### src/pkg/eirq_pkg.sv
// Purpose: Constants for the external interrupt request input controller.
// Assumes: Single 8-bit status and control register on a plain register port.
// Notes: Offset and reset value are local choices where none is printed.

package eirq_pkg;
    localparam int unsigned addr_width = 8;
    localparam logic [7:0] ext_request_status_control_offset = 8'h00;
    localparam logic [7:0] ext_request_status_control_reset = 8'h00;
    localparam int unsigned mode_bit = 0;
    localparam int unsigned irq_enable_bit = 1;
    localparam int unsigned acknowledge_bit = 2;
    localparam int unsigned flag_bit = 3;
    localparam int unsigned function_enable_bit = 4;
    localparam int unsigned polarity_bit = 5;
endpackage : eirq_pkg

### src/eirq_sync.sv
// Purpose: Two-stage synchroniser for the request input.
// Assumes: Clock enable freezes both stages.
// Notes: The first stage feeds only the second.
`timescale 1ns/100ps
`default_nettype none

module eirq_sync (
    input wire logic clk,
    input wire logic reset_n,
    input wire logic clk_en,
    input wire logic async_in,
    output logic sync_out
);
    logic meta;
    logic next_meta;
    logic next_sync_out;

    always_comb begin
        next_meta = meta;
        next_sync_out = sync_out;
        if (!reset_n) begin
            next_meta = 1'b1;
            next_sync_out = 1'b1;
        end else if (clk_en) begin
            next_meta = async_in;
            next_sync_out = meta;
        end
    end

    always_ff @(posedge clk) begin
        meta <= next_meta;
        sync_out <= next_sync_out;
    end
endmodule : eirq_sync

`default_nettype wire

### src/eirq_ctrl.sv
// Purpose: Status and control logic for one maskable external request input.
// Assumes: Request source idles high after reset; registers on a plain port.
// Notes: A detected event in the same cycle as an acknowledge keeps the flag set.
`timescale 1ns/100ps
`default_nettype none

module eirq_ctrl (
    input wire logic clk,
    input wire logic reset_n,
    input wire logic clk_en,
    input wire logic crossbar_request_source,
    input wire logic [eirq_pkg::addr_width-1:0] addr,
    input wire logic [7:0] wr_data,
    input wire logic wr_en,
    input wire logic rd_en,
    output logic [7:0] rd_data,
    output logic cpu_irq
);
    import eirq_pkg::*;

    // ------------------------------------------------------------
    // Request input synchronisation
    // ------------------------------------------------------------
    logic req_sync;

    eirq_sync u_sync (
        .clk(clk),
        .reset_n(reset_n),
        .clk_en(clk_en),
        .async_in(crossbar_request_source),
        .sync_out(req_sync)
    );

    // ------------------------------------------------------------
    // Control state and detection
    // ------------------------------------------------------------
    logic request_function_enable;
    logic detection_polarity_select;
    logic request_interrupt_enable;
    logic detection_mode_select;
    logic request_event_flag;
    logic req_prev;
    logic next_request_function_enable;
    logic next_detection_polarity_select;
    logic next_request_interrupt_enable;
    logic next_detection_mode_select;
    logic next_request_event_flag;
    logic next_req_prev;
    logic [7:0] next_rd_data;
    logic next_cpu_irq;
    logic asserted;
    logic asserted_prev;
    logic edge_event;
    logic level_hold;
    logic sel;
    logic ack;

    // Polarity decides which sampled level counts as asserted.
    function automatic logic is_asserted(input logic level, input logic rising);
        return rising ? level : ~level;
    endfunction : is_asserted

    always_comb begin
        sel = (addr == ext_request_status_control_offset);
        asserted = is_asserted(req_sync, detection_polarity_select);
        asserted_prev = is_asserted(req_prev, detection_polarity_select);
        edge_event = request_function_enable && asserted && !asserted_prev;
        level_hold = request_function_enable && detection_mode_select && asserted;
        ack = wr_en && sel && wr_data[acknowledge_bit];

        next_request_function_enable = request_function_enable;
        next_detection_polarity_select = detection_polarity_select;
        next_request_interrupt_enable = request_interrupt_enable;
        next_detection_mode_select = detection_mode_select;
        next_request_event_flag = request_event_flag;
        next_req_prev = req_prev;
        next_rd_data = 8'h00;
        next_cpu_irq = cpu_irq;

        if (!reset_n) begin
            next_request_function_enable = ext_request_status_control_reset[function_enable_bit];
            next_detection_polarity_select = ext_request_status_control_reset[polarity_bit];
            next_request_interrupt_enable = ext_request_status_control_reset[irq_enable_bit];
            next_detection_mode_select = ext_request_status_control_reset[mode_bit];
            next_request_event_flag = 1'b0;
            next_req_prev = 1'b1;
            next_cpu_irq = 1'b0;
        end else if (clk_en) begin
            next_req_prev = req_sync;
            if (wr_en && sel) begin
                next_request_function_enable = wr_data[function_enable_bit];
                next_detection_polarity_select = wr_data[polarity_bit];
                next_request_interrupt_enable = wr_data[irq_enable_bit];
                next_detection_mode_select = wr_data[mode_bit];
            end
            if (ack) begin
                next_request_event_flag = 1'b0;
            end
            // Set beats clear, and a held level blocks the clear.
            if (edge_event || level_hold) begin
                next_request_event_flag = 1'b1;
            end
            if (rd_en && sel) begin
                // Bits 7, 6 and the acknowledge bit keep the zero of the default above.
                next_rd_data[polarity_bit] = detection_polarity_select;
                next_rd_data[function_enable_bit] = request_function_enable;
                next_rd_data[flag_bit] = request_event_flag;
                next_rd_data[irq_enable_bit] = request_interrupt_enable;
                next_rd_data[mode_bit] = detection_mode_select;
            end
            next_cpu_irq = next_request_event_flag && next_request_interrupt_enable;
        end else begin
            next_rd_data = rd_data;
        end
    end

    always_ff @(posedge clk) begin
        request_function_enable <= next_request_function_enable;
        detection_polarity_select <= next_detection_polarity_select;
        request_interrupt_enable <= next_request_interrupt_enable;
        detection_mode_select <= next_detection_mode_select;
        request_event_flag <= next_request_event_flag;
        req_prev <= next_req_prev;
        rd_data <= next_rd_data;
        cpu_irq <= next_cpu_irq;
    end

    // ------------------------------------------------------------
    // Assertions
    // ------------------------------------------------------------
    property p_disabled_no_set;
        @(posedge clk) disable iff (!reset_n)
        (clk_en && !request_function_enable && !request_event_flag && !(wr_en && sel))
            |=> !request_event_flag;
    endproperty
    a_disabled_no_set: assert property (p_disabled_no_set)
        else $error("flag set while off");

    property p_edge_sets;
        @(posedge clk) disable iff (!reset_n)
        (clk_en && edge_event) |=> request_event_flag;
    endproperty
    a_edge_sets: assert property (p_edge_sets) else $error("edge did not set flag");

    property p_ack_clears;
        @(posedge clk) disable iff (!reset_n)
        (clk_en && ack && !edge_event && !level_hold) |=> !request_event_flag;
    endproperty
    a_ack_clears: assert property (p_ack_clears) else $error("ack did not clear");

    property p_zero_ack;
        @(posedge clk) disable iff (!reset_n)
        (clk_en && wr_en && sel && !wr_data[acknowledge_bit] && request_event_flag)
            |=> request_event_flag;
    endproperty
    a_zero_ack: assert property (p_zero_ack) else $error("zero ack cleared flag");

    property p_ack_reads_zero;
        @(posedge clk) disable iff (!reset_n)
        (clk_en && rd_en && sel) |=> (rd_data[acknowledge_bit] == 1'b0);
    endproperty
    a_ack_reads_zero: assert property (p_ack_reads_zero)
        else $error("ack bit read one");

    property p_level_holds;
        @(posedge clk) disable iff (!reset_n)
        (clk_en && level_hold) |=> request_event_flag;
    endproperty
    a_level_holds: assert property (p_level_holds)
        else $error("level did not hold flag");

    property p_flag_read;
        @(posedge clk) disable iff (!reset_n)
        (clk_en && rd_en && sel) |=> (rd_data[flag_bit] == $past(request_event_flag));
    endproperty
    a_flag_read: assert property (p_flag_read) else $error("flag readback wrong");

    property p_irq_gate;
        @(posedge clk) disable iff (!reset_n)
        clk_en ##1 1'b1 |-> (cpu_irq == (request_event_flag && request_interrupt_enable));
    endproperty
    a_irq_gate: assert property (p_irq_gate) else $error("irq not gated by enable");

    // A frozen cycle must leave the flag, function enable, read data and irq as they were.
    property p_freeze;
        @(posedge clk) disable iff (!reset_n)
        !clk_en |=> ($stable(request_event_flag) && $stable(request_function_enable)
            && $stable(rd_data) && $stable(cpu_irq));
    endproperty
    a_freeze: assert property (p_freeze)
        else $error("state moved while frozen");

    property p_flag_read_only;
        @(posedge clk) disable iff (!reset_n)
        (clk_en && wr_en && sel && wr_data[flag_bit] && !request_event_flag && !edge_event
            && !level_hold) |=> !request_event_flag;
    endproperty
    a_flag_read_only: assert property (p_flag_read_only)
        else $error("flag written by software");

    // Written on the raw samples so that a fault in the polarity helper shows up.
    property p_rising_sets;
        @(posedge clk) disable iff (!reset_n)
        (clk_en && request_function_enable && detection_polarity_select && req_sync && !req_prev)
            |=> request_event_flag;
    endproperty
    a_rising_sets: assert property (p_rising_sets)
        else $error("rising edge did not set flag");

    property p_edge_only_clear;
        @(posedge clk) disable iff (!reset_n)
        (clk_en && ack && !detection_mode_select && !edge_event) |=> !request_event_flag;
    endproperty
    a_edge_only_clear: assert property (p_edge_only_clear)
        else $error("edge mode ack did not clear");

    c_edge: cover property (@(posedge clk) disable iff (!reset_n) edge_event && clk_en);
    c_level_ack: cover property (@(posedge clk) disable iff (!reset_n)
        ack && level_hold && clk_en);
    c_irq: cover property (@(posedge clk) disable iff (!reset_n) cpu_irq);
    c_freeze: cover property (@(posedge clk) disable iff (!reset_n) !clk_en);
endmodule : eirq_ctrl

`default_nettype wire

### config.mk
export PLATFORM = sky130hd
export DESIGN_NAME = eirq_ctrl
export DESIGN_NICKNAME = d
export VERILOG_FILES = /design/src/pkg/eirq_pkg.sv /design/src/eirq_sync.sv /design/src/eirq_ctrl.sv
export SDC_FILE = /design/constraint.sdc
export NUM_CORES = 1
export LEC_CHECK = 0
export ABC_AREA = 1
export BUFFER_PORTS_ARGS = -buffer_cell sky130_fd_sc_hd__buf_2
export CORE_MARGIN = 2
export CORE_UTILIZATION = 47
export DETAILED_ROUTE_END_ITERATION = 10
export PLACE_DENSITY = 0.81
export SYNTH_ARGS = -nofsm -noshare
export SYNTH_HDL_FRONTEND = slang
export SYNTH_SLANG_ARGS = --single-unit
### constraint.sdc
create_clock -name clk -period 2.4 [get_ports clk]
set_input_delay 0.48 -clock clk [delete_from_list [all_inputs] [get_ports clk]]
set_output_delay 0.48 -clock clk [all_outputs]
set_load 0.03 [all_outputs]
Word level (Yosys, flattened, before mapping)
Index checks and enable logic that the tools add are counted.
- flip-flop bits (word level): 14
- input bits: 22
- bitwise gates (word level): 2
- muxes and demuxes: 11
- reduce and logical (&&, ||, !) cells: 12
- operators with widths (cell ; count):
    $mux 1 ; 9
    $logic_and 1x1->1 ; 8
    $logic_not 8->1 ; 1
    $mux 3 ; 1
    $mux 2 ; 1
    $not 1->1 ; 2
    $reduce_and 2->1 ; 1
    $logic_not 1->1 ; 1
    $logic_or 1x1->1 ; 1

Longest topological paths before layout
- depth in word-level cells: 9
- gate-level depth with buffers: 9
- mapped depth without buffers: 9

By module
A second synthesis with hierarchy kept.
- cells, all modules: 86
- area, all modules: 643.1 sq um
- modules (own cells, without submodules) (module ; cells each ; sequential area each (sq um) ; area each (sq um) ; instances):
    eirq_ctrl ; 77 ; 240.2 ; 574.3 ; 1
    eirq_sync ; 9 ; 40.0 ; 68.8 ; 1

Worst setup path before layout
OpenSTA, ideal clock, no wires.
- path type: input to register
- start: input port addr[1] in the netlist's numbering
- end: register request_event_flag
- path buffers: 0
- slack: 1.134 ns
- data required time: 2.287 ns
- stages: 8
- arrival: 1.153 ns
- cell sequence: nor2_1 > nand2_2 > nor2_4 > nand3_1 > nand2_1 > nand2_2 > o21ai_1 > inv_1
- cells in the longest elaborated chain, start to end: 7
- ends and longest elaborated chain (item ; RTL line ; RTL):
    from (decl) ; eirq_ctrl.sv:12 ; input wire logic [eirq_pkg::addr_width-1:0] addr,
    $logic_not 8->1 ; eirq_ctrl.sv:64 ; sel = (addr == ext_request_status_control_offset);
    $logic_and 1x1->1 (2 in a row) ; eirq_ctrl.sv:69 ; ack = wr_en && sel && wr_data[acknowledge_bit];
    $mux 1 ; eirq_ctrl.sv:96 ; if (ack) begin
    $mux 1 ; eirq_ctrl.sv:100 ; if (edge_event || level_hold) begin
    $mux 1 ; eirq_ctrl.sv:88 ; end else if (clk_en) begin
    $mux 1 ; eirq_ctrl.sv:80 ; if (!reset_n) begin
    to (signal assigned) ; eirq_ctrl.sv:122 ; request_event_flag <= next_request_event_flag;
    to (decl) ; eirq_ctrl.sv:41 ; logic request_event_flag;
Every way passes these cells. The select of a mux whose other input is x is not followed.
A chain may end at the register's enable or synchronous reset.

Worst setup path in the final report
- start: register rd_data[4]
- end: output port rd_data[4]
- RTL lines (item ; RTL line ; RTL):
    from (decl) ; eirq_ctrl.sv:16 ; output logic [7:0] rd_data,
    from (signal assigned) ; eirq_ctrl.sv:124 ; rd_data <= next_rd_data;
No word-level cell between the ends.

==> results.md <==
* Outcome: finished, final reports clean
* Fin crit share at 0.536
* WP buf/inv at 1
* Post-DRT Antenna Nets at 0
* Final Non-Filler Cells at 127
* Row cnt at 13
* Buffers added on ports at 24
* Yosys warnings at 0
* Peak supply drop at 0.319 mV
* Setup CP Type: flip-flop to output pin
* Initial DRT Pass Iterations at 4
* All-Layer GR Usage at 0.172
* RSZ-0062 raised after global routing: no
* H-tree lvl count at 1
* CTS Hold Buffers Added at 0
* Slowest cell on the critical path: dfxtp_1
* Detailed-route wire length at 1370 um
* Worst skew pair latency at 0.27 ns
* Overall power at 0.471 mW
* Endpoints failing setup at 0
* Vias in the first global route at 576
* Mean Syn Cell Area at 7.56 um2
* Critical Path End Type: output pin
* Vias per std cell at 4.86
* Residual DRC at 0
* Via count at 617
* CTS Buf Count at 3
* Critical Path Start Type: flip-flop
* Root buf cell: clkbuf_4
* Max Clock Skew at 0.000934 ns
* Placed Instances at 123
* Largest net degree at the start of global routing at 19
* Distinct cells, synth at 20
* DR WL/cell at 10.8 um
* Die Ht at 41.4 um
* Die X at 41.4 um
* First-pass GRT wire length at 2330 um
* Die area at 1720 um2
* Ant. Diodes at 0
* Worst path top cell family by delay: flip-flops
* Core Box Area at 1300 um2
* Final Util at 0.617
* CP Cell Sequence: buf_2
* CTS clk-pin slew, worst paths at 0.08 ns
* Boundary Pins at 31
* 1st-iter DRT viols at 12
* Gr ovfl total at 0
* Pwr dens at 586 nW/um2
* Max Slew Vio Count at 0
* Initial antenna violation count at 0
* Pre-CTS WS at 0.923 ns
* Critical Path Max Stage Delay at 0.34 ns
* Final setup margin at 1.11 ns
* Hold Path Class: primary input to flip-flop
* Fin nets at 135
* Post-synthesis register bit count at 14
* Worst EP arrival at 0.81 ns
* Setup Total Neg Slack at 0 ns
* Clock Sinks at 14
* Clock Tree Buf Depth at 2
* # Post-CTS Setup Buffers at 0
* Fmax at 777 MHz
* RD Place Congestion at 0.797
* FF-to-FF setup slack at 1.39 ns
* Max-cap violation count at 0
* Static leakage at 0.373 nW
* Initial core utilization at 0.506
* Crit path max fanout at 2
* Synthesized area at 658 um2
* CP required at 1.92 ns
* Area grow syn2layout at 22.1%
* DP Wirelength at 1080 um
* CTS tree: built
* Sequential share of the synthesized area at 0.426
* Share of layout cells above drive strength 1 at 0.348
* Syn Inst Count at 87
* Resized cells post-CTS at 0
* Min cycle time layout at 1.29 ns
* Fin. Hold Viols at 0
==> worst paths after layout <==
kind | startpoint | endpoint | cells after the start
setup / recovery | rd_data[4] | rd_data[4] | 1
setup reg to reg | req_prev | request_event_flag | 7
hold reg to reg | rd_data[1] | rd_data[1] | 2
hold / removal | crossbar_request_source | u_sync.meta | 3
==> cells in the mapped netlist <==
cell,count,share of area
nand2_1,17,0.097
dfxtp_1,14,0.43
a21oi_1,11,0.084
o21ai_1,8,0.061
inv_1,6,0.034
nand2_2,6,0.057
nor2_1,6,0.034
nand3_1,4,0.030
buf_4,3,0.034
o21ai_0,2,0.015
a21oi_2,1,0.013
buf_6,1,0.017
clkbuf_1,1,0.0057
clkinv_1,1,0.0057
conb_1,1,0.0057
inv_2,1,0.0057
nand3_4,1,0.027
nand3b_1,1,0.011
nor2_4,1,0.017
nor3b_2,1,0.019
==> metrics by stage <==
stage | instance area [um2] | hold WS, ns
finish | 803 | 0.420
global route | 803 | 0.446
CTS | 803 | 0.416
detailed placement | 767 | 0.444
global placement | 767 | 0.442
floorplan | 666 | 0.429
==> flip-flops by register name, indices dropped and copies added, names as in the netlist <==
| signal | cells |
|---|---|
| cpu_irq | 1 |
| detection_mode_select | 1 |
| detection_polarity_select | 1 |
| rd_data | 5 |
| req_prev | 1 |
| request_event_flag | 1 |
| request_function_enable | 1 |
| request_interrupt_enable | 1 |
| u_sync.meta | 1 |
| u_sync.sync_out | 1 |
==> area by class of cell <==
type / count / area (um2)
fill: 132 / 498
tap: 15 / 18.8
inverter: 8 / 30.0
sequential: 14 / 280
multi-input combinational: 62 / 318
timing repair buffer: 24 / 120
clock buffer: 4 / 36.3
==> worst min-delay path, cell delays in order <==
cell     delay [ns]
buf_2          0.08
nand2_1        0.04
nand3_1        0.06
==> cell families after synthesis <==
kind of cell	synth area share
AOI/OAI and AO/OA	0.173
buffers and inverters	0.103
DFF	0.426
other	0.00570
and+or+nand+nor	0.293
==> report_power, final <==
group          leakage [nW]  total [mW]  internal, mW  switching (mW)
sequential            0.114       0.244         0.240         0.00415
combinational         0.238      0.0594        0.0213          0.0381
clock                0.0210       0.168        0.0922          0.0754
==> cell usage in the layout, fill, tap and decap left out <==
cell      Yosys  layout
o21ai_1       8       8
a21oi_1      11      11
nor2_4        1       1
inv_2         1       1
nand2_1      17      17
nand3_1       4       4
nand3b_1      1       1
nand3_4       1       1
clkbuf_8      0       1
clkbuf_4      0       3
nor3b_2       1       1
nand2_2       6       6
dfxtp_1      14      14
o21ai_0       2       2
nor2_1        6       6
buf_2         0      24
clkinv_1      1       1
inv_1         6       6
a21oi_2       1       1
conb_1        1       3
==> routing by layer <==
metal	GRT usage	vias to the layer above	part of all wire
met1	0.206	274	0.45
met3	0.0261	2	0.039
met5	0	-	0
met4	0.0645	0	0.0036
met2	0.306	18	0.51
li1	-	323	-
Note: power is estimated with default switching activity, not from simulation.
